<file path="src/hdl/coproc_shmem_map.svh">
`ifndef COPROC_SHMEM_MAP_SVH
`define COPROC_SHMEM_MAP_SVH
`define CP_REG_BASE      16'h0200
`define CP_REG_MASK      16'hFFF0
`define HOST_REG_ADDR    16'hD5C0
`define CP_REG_RESET     8'h3F
`define HOST_REG_RESET   8'hCC
`define FLAG_BIT         7
`define CP_WIN_LOC_BIT   6
`define CP_HALF_BIT      5
`define CP_ONES_MASK     8'h1F
`define HOST_UPPER_BIT   5
`define HOST_LOWER_BIT   4
`define HOST_HALF_BIT    3
`define HOST_SWAP_BIT    1
`define HOST_RUN_BIT     0
`define HOST_ONES_MASK   8'h44
`define CP_CLK_DIV       8
`endif

</file>
<file path="src/hdl/coproc_shmem_pkg.sv">
package coproc_shmem_pkg;
  typedef enum logic [1:0] {
    SRC_PRIVATE = 2'b00,
    SRC_SHARED  = 2'b01,
    SRC_REG     = 2'b10,
    SRC_NONE    = 2'b11
  } mem_src_t;
endpackage

</file>
<file path="src/hdl/coproc_clock_div.sv">
`timescale 1ns/10ps
// one-cycle enables: host slot on the first cycle of each period, period end on its last cycle
module coproc_clock_div #(
  parameter int RATIO = 8
) (
  input  wire logic clk,
  input  wire logic sysRst,
  output logic      hostSlot,
  output logic      periodEnd
);
  initial begin
    if (RATIO < 2 || RATIO > 256) $error("ratio out of range");
  end
  logic [7:0] phaseReg;
  always_ff @(posedge clk) begin
    if (sysRst || phaseReg == 8'(RATIO - 1)) begin
      phaseReg <= 8'h00;
    end else begin
      phaseReg <= phaseReg + 8'h01;
    end
  end
  assign hostSlot  = (phaseReg == 8'h00);
  assign periodEnd = (phaseReg == 8'(RATIO - 1));
endmodule

</file>
<file path="src/hdl/coproc_shared_memory_ctrl.sv">
`timescale 1ns/10ps
`include "coproc_shmem_map.svh"
// Operation
// - coprocessor register decoded at all of 0x0200-0x020F, one register behind them
// - cp bit6 window at C000 (0) or 4000 (1); bit5 half A/B
// - cp bits 0-4 read as ones, writes ignored
// - cp register loads 0x3F at reset; bits 6-5 reload while coprocessor held in reset, flag bit does not
// - one shared flag on bit 7 of both registers, inverted between sides
// - host bit5 enables A000-BFFF window, default disabled
// - host bit4 enables 8000-9FFF window, default off, independent of bit5
// - host bit3 selects 16K half of host bank, default half B
// - host bits 6 and 2 read as ones, writes ignored
// - host bit1 swaps 32K banks; 0 host bank A, coprocessor bank B
// - host bit0 low holds coprocessor in reset; high lets it run
// - host register loads 0xCC at reset
// - coprocessor stepped in 7 of every 8 cycles, host in the 8th; one 128K RAM multiplexed
// - 64K shared split into two 32K banks, each with two 16K halves
// - lower host window maps first 8K of half, upper window second 8K
// - flag written by one side is seen by the other at once
module coproc_shared_memory_ctrl #(
  parameter int CLK_RATIO = `CP_CLK_DIV
) (
  // clock and reset
  input  wire logic        clk,
  input  wire logic        sys_rst,
  // host bus, sampled in host slot
  input  wire logic        hostSel,
  input  wire logic        hostWe,
  input  wire logic [15:0] hostAddr,
  input  wire logic [7:0]  hostWrData,
  output logic [7:0]       hostRdData,
  output logic             hostCartHit,
  // coprocessor bus, one access per clock
  input  wire logic        cpSel,
  input  wire logic        cpWe,
  input  wire logic [15:0] cpAddr,
  input  wire logic [7:0]  cpWrData,
  output logic [7:0]       cpRdData,
  output logic             cpClkEn,
  output logic             cpResetHold,
  // 128K ram port
  output logic [16:0]      ramAddr,
  output logic             ramWe,
  output logic             ramRe,
  output logic [7:0]       ramWrData,
  input  wire logic [7:0]  ramRdData
);
  initial begin
    if (CLK_RATIO != 8) $error("coprocessor ratio must be eight");
  end

  logic hostSlot;
  coproc_clock_div #(.RATIO(CLK_RATIO)) divider (
    .clk      (clk),
    .sysRst   (sys_rst),
    .hostSlot (hostSlot),
    .periodEnd()
  );
  assign cpClkEn = ~cpResetHold & ~hostSlot;

  logic       sharedFlagReg;
  logic       windowLocationReg, coprocHalfSelectReg;
  logic       upperWindowEnableReg, lowerWindowEnableReg;
  logic       hostHalfSelectReg, bankExchangeReg, coprocRunReg;
  logic       bankExchangeLive;

  // reset images; each field takes its bit from these
  localparam logic [7:0] HOST_RST = `HOST_REG_RESET;
  localparam logic [7:0] CP_RST   = `CP_REG_RESET;

  function automatic logic cpRegHit(input logic [15:0] a);
    return (a & `CP_REG_MASK) == `CP_REG_BASE;
  endfunction

  wire hostRegWr = hostSlot && hostSel && hostWe && hostAddr == `HOST_REG_ADDR;
  wire cpRegWr   = !hostSlot && cpSel && cpWe && !cpResetHold && cpRegHit(cpAddr);

  assign cpResetHold = ~coprocRunReg;

  // host register
  always_ff @(posedge clk) begin
    if (sys_rst) begin
      upperWindowEnableReg <= HOST_RST[`HOST_UPPER_BIT];
      lowerWindowEnableReg <= HOST_RST[`HOST_LOWER_BIT];
      hostHalfSelectReg    <= HOST_RST[`HOST_HALF_BIT];
      bankExchangeReg      <= HOST_RST[`HOST_SWAP_BIT];
      coprocRunReg         <= HOST_RST[`HOST_RUN_BIT];
    end else if (hostRegWr) begin
      upperWindowEnableReg <= hostWrData[`HOST_UPPER_BIT];
      lowerWindowEnableReg <= hostWrData[`HOST_LOWER_BIT];
      hostHalfSelectReg    <= hostWrData[`HOST_HALF_BIT];
      bankExchangeReg      <= hostWrData[`HOST_SWAP_BIT];
      coprocRunReg         <= hostWrData[`HOST_RUN_BIT];
    end
  end

  // the coprocessor's bank follows a host write at once; that edge ends the host slot,
  // between two coprocessor accesses, so none is cut, and a swap made while releasing
  // reset is already in place for the first fetch
  always_ff @(posedge clk) begin
    if (sys_rst) begin
      bankExchangeLive <= HOST_RST[`HOST_SWAP_BIT];
    end else if (hostRegWr) begin
      bankExchangeLive <= hostWrData[`HOST_SWAP_BIT];
    end
  end

  // coprocessor register
  always_ff @(posedge clk) begin
    if (sys_rst || cpResetHold) begin
      windowLocationReg   <= CP_RST[`CP_WIN_LOC_BIT];
      coprocHalfSelectReg <= CP_RST[`CP_HALF_BIT];
    end else if (cpRegWr) begin
      windowLocationReg   <= cpWrData[`CP_WIN_LOC_BIT];
      coprocHalfSelectReg <= cpWrData[`CP_HALF_BIT];
    end
  end

  // flag holds host-side sense; coprocessor writes inverted value
  always_ff @(posedge clk) begin
    if (sys_rst) begin
      sharedFlagReg <= HOST_RST[`FLAG_BIT];
    end else if (hostRegWr) begin
      sharedFlagReg <= hostWrData[`FLAG_BIT];
    end else if (cpRegWr) begin
      sharedFlagReg <= ~cpWrData[`FLAG_BIT];
    end
  end

  // host-side decode: 8000-BFFF, bit13 picks the 8K section
  logic hostWinHit;
  logic [16:0] hostRamAddr;
  always_comb begin
    hostWinHit = hostAddr[15:14] == 2'b10 &&
                 (hostAddr[13] ? upperWindowEnableReg : lowerWindowEnableReg);
    // layout: bit16 shared, bit15 bank, bit14 half, bit13 section
    hostRamAddr = {1'b1, bankExchangeReg, hostHalfSelectReg, hostAddr[13:0]};
  end

  // coprocessor-side decode
  logic cpWinHit;
  logic [16:0] cpRamAddr;
  coproc_shmem_pkg::mem_src_t cpSrc;
  always_comb begin
    cpWinHit = windowLocationReg ? (cpAddr[15:14] == 2'b01)
                                 : (cpAddr[15:14] == 2'b11);
    if (cpRegHit(cpAddr)) begin
      cpSrc = coproc_shmem_pkg::SRC_REG;
    end else if (cpWinHit) begin
      cpSrc = coproc_shmem_pkg::SRC_SHARED;
    end else begin
      cpSrc = coproc_shmem_pkg::SRC_PRIVATE;
    end
    if (cpSrc == coproc_shmem_pkg::SRC_SHARED) begin
      cpRamAddr = {1'b1, ~bankExchangeLive, coprocHalfSelectReg, cpAddr[13:0]};
    end else begin
      cpRamAddr = {1'b0, cpAddr};
    end
  end

  wire [7:0] hostRegView = {sharedFlagReg, 1'b0, upperWindowEnableReg, lowerWindowEnableReg,
                            hostHalfSelectReg, 1'b0, bankExchangeReg, coprocRunReg}
                           | `HOST_ONES_MASK;
  wire [7:0] cpRegView = {~sharedFlagReg, windowLocationReg, coprocHalfSelectReg, 5'h00}
                         | `CP_ONES_MASK;

  // one ram multiplexed: host in its slot, coprocessor otherwise
  wire cpActive = !hostSlot && cpSel && !cpResetHold;
  always_comb begin
    ramAddr   = 17'h00000;
    ramWe     = 1'b0;
    ramRe     = 1'b0;
    ramWrData = 8'h00;
    if (hostSlot && hostSel && hostWinHit) begin
      ramAddr   = hostRamAddr;
      ramWe     = hostWe;
      ramRe     = ~hostWe;
      ramWrData = hostWrData;
    end else if (cpActive && cpSrc != coproc_shmem_pkg::SRC_REG) begin
      ramAddr   = cpRamAddr;
      ramWe     = cpWe;
      ramRe     = ~cpWe;
      ramWrData = cpWrData;
    end
  end

  // read data from flops; ram data valid at the cycle after the access
  logic hostRamPend, cpRamPend;
  logic [7:0] hostRegLatch, cpRegLatch;
  // ram bytes stand for one cycle only; the register view stands until the next access
  // host read path
  always_ff @(posedge clk) begin
    if (sys_rst) begin
      hostRamPend  <= 1'b0;
      hostRegLatch <= 8'h00;
      hostCartHit  <= 1'b0;
    end else begin
      hostRamPend <= hostSlot && hostSel && !hostWe && hostWinHit;
      if (hostSlot && hostSel) begin
        hostRegLatch <= hostRegView;
        hostCartHit  <= hostWinHit || hostAddr == `HOST_REG_ADDR;
      end
    end
  end

  // coprocessor read path
  always_ff @(posedge clk) begin
    if (sys_rst) begin
      cpRamPend  <= 1'b0;
      cpRegLatch <= 8'h00;
    end else begin
      cpRamPend <= cpActive && !cpWe && cpSrc != coproc_shmem_pkg::SRC_REG;
      if (cpActive) begin
        cpRegLatch <= cpRegView;
      end
    end
  end
  assign hostRdData = hostRamPend ? ramRdData : hostRegLatch;
  assign cpRdData   = cpRamPend ? ramRdData : cpRegLatch;
endmodule

</file>
<file path="config.mk">
export PLATFORM = sky130hd
export DESIGN_NAME = coproc_shared_memory_ctrl
export DESIGN_NICKNAME = d
export VERILOG_FILES = /design/src/hdl/coproc_shmem_pkg.sv /design/src/hdl/coproc_clock_div.sv /design/src/hdl/coproc_shared_memory_ctrl.sv
export VERILOG_INCLUDE_DIRS = /design/src /design/src/hdl
export SDC_FILE = /design/constraint.sdc
export NUM_CORES = 1
export LEC_CHECK = 0
export BUFFER_PORTS_ARGS = -buffer_cell sky130_fd_sc_hd__buf_2
export CAP_MARGIN = 5
export CORE_MARGIN = 2
export CORE_UTILIZATION = 43
export CTS_CLUSTER_DIAMETER = 120
export DETAILED_ROUTE_END_ITERATION = 8
export GPL_TIMING_DRIVEN = 1
export PLACE_DENSITY = 0.84
export SLEW_MARGIN = 20
export SYNTH_ARGS = -nofsm -noshare
export SYNTH_HDL_FRONTEND = slang
export SYNTH_SLANG_ARGS = --single-unit
</file>
<file path="constraint.sdc">
create_clock -name clk -period 2.3 [get_ports clk]
set_clock_uncertainty 0.05 [all_clocks]
set_input_delay 0.23 -clock clk [delete_from_list [all_inputs] [get_ports clk]]
set_output_delay 0.23 -clock clk [all_outputs]
set_load 0.01 [all_outputs]
</file>
After elaboration in Yosys (flattened, before gate mapping)

Cells that the tools add are included.

Add/subtract/negate cells: 1
Eq/ne operators: 8
Mux-type cells: 17
Bitwise logic cells: 8
Reductions and logical operators: 23

Operators by type and width:

| operator                                                                | count |
|---|---|
| 17-bit two-way mux                                                      | 3 |
| 8-bit two-way mux                                                       | 4 |
| 16-bit equality test (second input constant)                            | 1 |
| 1-bit logical AND                                                       | 15 |
| 12-bit by 6-bit equality test with 1-bit output (second input constant) | 1 |
| 1-bit two-way mux                                                       | 9 |
| 8-bit by 1-bit adder with 8-bit output (second input constant)          | 1 |
| 8-bit by 3-bit equality test with 1-bit output (second input constant)  | 1 |
| 8-bit logical NOT                                                       | 1 |
| 1-bit NOT                                                               | 7 |
| 2-bit by 1-bit equality test with 1-bit output (second input constant)  | 2 |
| 2-bit equality test (second input constant)                             | 2 |
| 1-bit logical NOT                                                       | 3 |
| 1-bit logical OR                                                        | 3 |
| 2-bit two-way mux                                                       | 1 |
| 2-bit != test (second input constant)                                   | 1 |
| 2-bit nonzero test                                                      | 1 |
| 1-bit AND                                                               | 1 |

Register bits: 35

Longest topological paths before layout

Depth in word-level cells: 8
Gate-level depth with buffers: 9
Mapped depth without buffers: 6

Cells and area by module

From an unflattened synthesis, not the netlist that was laid out.

Cells, all modules: 217
Area total of the unflattened synthesis: 1,808.0 sq um

By module, submodules not included:

| module                    | instances | cells an instance | area each (sq um) |
|---|---|---|---|
| coproc_shared_memory_ctrl | 1         | 176               | 1,443.9 |
| coproc_clock_div          | 1         | 41                | 364.1 |

Worst setup path after synthesis

Ideal clock, no wire load.

Kind: flip-flop to output port
Start point: register divider.phaseReg[0]
End point: output port ramAddr[0]
Arrival time: 1.859 ns
Required time: 2.020 ns
Slack: 0.161 ns
Cell stages (with the launch flop): 10
Cells stage by stage: dfxtp_1 inv_1 ha_1 or4b_1 o211a_1 buf_6 and2_4 buf_6 buf_6 a22o_1

Longest elaborated chain between the ends: 7

RTL lines:

| element                        | RTL line                         | RTL |
|---|---|---|
| from (decl)                    | coproc_clock_div.sv:14           | `logic [7:0] phaseReg;` |
| from (signal assigned)         | coproc_clock_div.sv:19           | `phaseReg <= phaseReg + 8'h01;` |
| 8-bit logical NOT *            | coproc_clock_div.sv:22           | `assign hostSlot = (phaseReg == 8'h00);` |
| 1-bit logical NOT              | coproc_shared_memory_ctrl.sv:168 | `wire cpActive = !hostSlot && cpSel && !cpResetHold;` |
| 1-bit logical AND (2 in a row) | coproc_shared_memory_ctrl.sv:168 |  |
| 1-bit logical AND              | coproc_shared_memory_ctrl.sv:179 | `end else if (cpActive && cpSrc != coproc_shmem_pkg::SRC_REG) begin` |
| 17-bit two-way mux             | coproc_shared_memory_ctrl.sv:179 |  |
| 17-bit two-way mux *           | coproc_shared_memory_ctrl.sv:174 | `if (hostSlot && hostSel && hostWinHit) begin` |
| to (decl)                      | coproc_shared_memory_ctrl.sv:42  | `output logic [16:0] ramAddr,` |

Mark *: on every way between the ends. The rest lies on a longest branch, timed or not.

Worst setup path after layout

Start point: register divider.phaseReg[0]
End point: output port ramWrData[5]

Longest elaborated chain between the ends: 7

RTL lines:

| element                        | RTL line                         | RTL |
|---|---|---|
| 8-bit logical NOT *            | coproc_clock_div.sv:22           |  |
| 1-bit logical NOT              | coproc_shared_memory_ctrl.sv:168 |  |
| 1-bit logical AND (2 in a row) | coproc_shared_memory_ctrl.sv:168 |  |
| 1-bit logical AND              | coproc_shared_memory_ctrl.sv:179 |  |
| 8-bit two-way mux              | coproc_shared_memory_ctrl.sv:179 |  |
| 8-bit two-way mux *            | coproc_shared_memory_ctrl.sv:174 |  |
| to (decl)                      | coproc_shared_memory_ctrl.sv:45  | `output logic [7:0] ramWrData,` |

Marked as above.

==> key figures <==
Global routing
  • GRT met2 Usage: 46.3%
  • First-pass GRT wire length: 9.27 mm
  • M3 GR Usage: 5.84%
  • GRT Total Usage: 26.7%
  • Grt total ovfl: 0
  • GR peak layer: met2
  • Initial antenna violation count: 0
  • Largest net degree at the start of global routing: 25
  • Met1 Usage GRT: 33.1%
  • Number of global-route vias before repair: 1945

STA
  • RSZ-0062 raised after global routing: true
  • Pins Over Slew Limit: 0
  • Fmax: 430 MHz
  • Worst-Margin Slew: 0.476 ns
  • Fin. Hold Viols: 0
  • Finish-stage setup viols: 12
  • Hold WS: 0.135 ns
  • Worst relative slew slack: 68.0%
  • Worst setup margin: -0.0253 ns
  • Final period util: 101%
  • Min cycle time layout: 2.33 ns

Cells and area
  • Final Instance Area: 0.00255 mm2
  • Share of cells above drive strength 1: 44.4%
  • Reg with most FFs: divider.phaseReg
  • Antenna cells: 0
  • Largest register FFs: 8
  • Area Growth Syn to Fin: 42.0%
  • Number of nets in the layout: 386
  • FF+latch area: 603 um2
  • Area of the multi-input gates: 0.00113 mm2
  • Fillers: 339
  • Post-Layout Cell Count: 372
  • Top Registers: divider.phaseReg: 8 flops, hostRegLatch: 7 flops, cpRegLatch: 4 flops

Synthesis
  • Post-Synth Simple-Gate Area: 24.2%
  • Mux contribution to synthesized area: 11.2%
  • Compound-Gate Fraction of Synth Area: 20.5%
  • Synth Register Bits: 30
  • Distinct cell type count after synthesis: 37
  • Post-Synth Adder-Cell Area: 1.39%
  • Syn_area_per_cell: 8.44 um2
  • Post-synth EDFFs: 0
  • Dominant synthesized flop cell: dfxtp_1
  • Xor/xnor share of the synthesized area: 2.92%
  • Largest family of logic cells by synthesized area: simple AND/OR/NAND/NOR gates
  • Register area share after synthesis: 33.4%
  • Asr flop ratio synth: 0%
  • Total nets after synthesis: 277
  • Post-synthesis cell count: 213
  • Mapped cell area: 0.00180 mm2
  • YS warnings: 0

Run status
  • Failing checks: negative setup slack
  • Status: complete, but fails checks

Routing
  • WL/cell: 16.1 um
  • Antenna Nets Post-Route: 0
  • Total routed wirelength: 6.01 mm
  • Drt pass-1 iters: 7
  • Vias: 2154
  • DR vias/cell: 5.79
  • First DRT Iteration DRCs: 184
  • Drc violations: 0

Floorplanning
  • Cell Rows: 23
  • I/O pin cnt: 108
  • Initial Utilization: 44.9%
  • Die height: 68.7 um
  • Total core area: 0.00400 mm2
  • Total die area: 0.00471 mm2
  • Die Width: 68.7 um

Placed design
  • Pre-CTS setup slack: 0.201 ns
  • Post-DP Area: 0.00237 mm2
  • Port-buffer cells: 107
  • Gpl congestion: 0.828
  • Dpl cells: 362
  • HPWL Detailed: 4.51 mm

Clocking
  • Total CTS buffers: 5
  • Worst skew pair latency: 0.28 ns
  • CTS clk-pin slew, worst paths: 0.06 ns
  • CTS H-Tree Depth: 2
  • CTS max path bufs: 2
  • Clock Sinks: 30
  • Cts hold-fix bufs: 0
  • Root Buffer: clkbuf_8
  • CTS tree: done

Hold path
  • Hold Path Class: input pin to flip-flop
  • Hold_sp: cpWe

Worst setup path
  • Critical setup path kind: flip-flop to primary output
  • Crit start category: flip-flop
  • Worst r2r src: divider.phaseReg[0]
  • CP peak stage delay: 0.46 ns
  • CP Cell Sequence: inv_2, ha_4, or4b_4, o211a_4, and2_4, a22o_1, buf_2
  • Worst EP required: 2.02 ns
  • Critical Path Start: divider.phaseReg[0]
  • CP max FO: 7
  • Crit path DAT: 2.05 ns
  • Crit-path leading delay family: simple AND/OR/NAND/NOR gates
  • Critical path's slowest cell: or4b_4
  • CP Capture Type: primary output
  • CP bufs+invs: 2

Power and ir drop
  • Lkg Pwr: 1.27 nW
  • VDD IR max: 0.496 mV
  • Pwr Density: 491 mW/mm2

Flow run
  • Max-Cap Viols: 0
[cell families after synthesis]
logic type / after synthesis
AO/OA/AOI/OAI: 51
XOR/XNOR: 6
adder cells (fa/ha/maj): 2
buffers and inverters: 21
flip-flops: 30
multiplexers: 19
AND/OR/NAND/NOR: 84
[metal layers]
| layer | share of wire [%] | vias up |
|---|---|---|
| met4 | 1.7 | 0 |
| met5 | 0 | - |
| met3 | 9.5 | 21 |
| met1 | 40 | 995 |
| met2 | 48 | 124 |
| li1 | - | 1014 |
[cell type report]
class | count | share of cell area [%]
flip-flops and latches | 30 | 23.6
repair buffers | 116 | 24.4
well taps | 50 | 2.45
clock buffers | 6 | 3.24
multi-input cells | 163 | 44.2
inverters | 6 | 0.882
clock inverters | 1 | 1.18
[synth_stat cells (all sizes together), types with 7 or more instances]
cell	count	area [um2]
dfxtp	30	601
nand4	10	62.6
mux2i	10	100
o21ai	11	55.1
clkbuf	7	26.3
a22o	23	201
buf	8	66.3
nand2	20	75.1
a21oi	8	40.0
mux2	9	101
nor2	22	82.6
[through the flow]
stage                     power (W)  utilization [%]  TNS, ns
after floorplan            0.000617                -        0
after global placement     0.000708             59.2        0
after detailed placement   0.000712             59.2        0
after CTS                   0.00125             62.5   -0.363
after global routing        0.00131             63.8    -1.39
final                       0.00125             63.8   -0.108
[where the power goes]
group / internal, W / switching, W / leakage (nW)
Combinational: 0.0000860 / 0.0000894 / 0.971
Clock: 0.000346 / 0.000190 / 0.0573
Sequential: 0.000532 / 0.00000896 / 0.244
[final timing paths]
kind	slack (ns)	endpoint	depth (start not counted)
worst min-delay path	0.14	cpRamPend	2
worst min register to register	0.42	cpRegLatch[7]	1
worst max register to register	0.21	sharedFlagReg	8
worst max-delay path	-0.03	ramWrData[5]	7
[what timing repair did]
| action | in CTS | in global routing |
|---|---|---|
| cloned | 0 | 1 |
| resized for setup | 4 | 11 |
| setup buffers | 1 | 1 |
| pin swaps | 0 | 2 |
| setup endpoints to repair | 27 | 27 |
[placed cells by master, fill, tap and decap left out, types with 2 or more instances in the layout]
| cell | count |
|---|---|
| buf_4 | 7 |
| and4b_1 | 2 |
| nor3_1 | 4 |
| buf_2 | 107 |
| nand2_1 | 19 |
| o22ai_1 | 2 |
| a22o_1 | 23 |
| a21oi_1 | 8 |
| nand3_1 | 6 |
| nor4_1 | 3 |
| mux2i_1 | 10 |
| dfxtp_1 | 28 |
| and4_1 | 2 |
| nand4_1 | 10 |
| inv_1 | 4 |
| and3_1 | 3 |
| nor4b_1 | 2 |
| nor2_1 | 22 |
| mux2_2 | 9 |
| or3_1 | 2 |
| and2_4 | 2 |
| clkbuf_8 | 6 |
| inv_2 | 2 |
| o21ai_0 | 10 |
| xnor2_1 | 4 |
| a211oi_1 | 2 |
| dfxtp_2 | 2 |
| nand2b_1 | 3 |
| xor2_1 | 2 |
(Power assumes the default switching activity.)
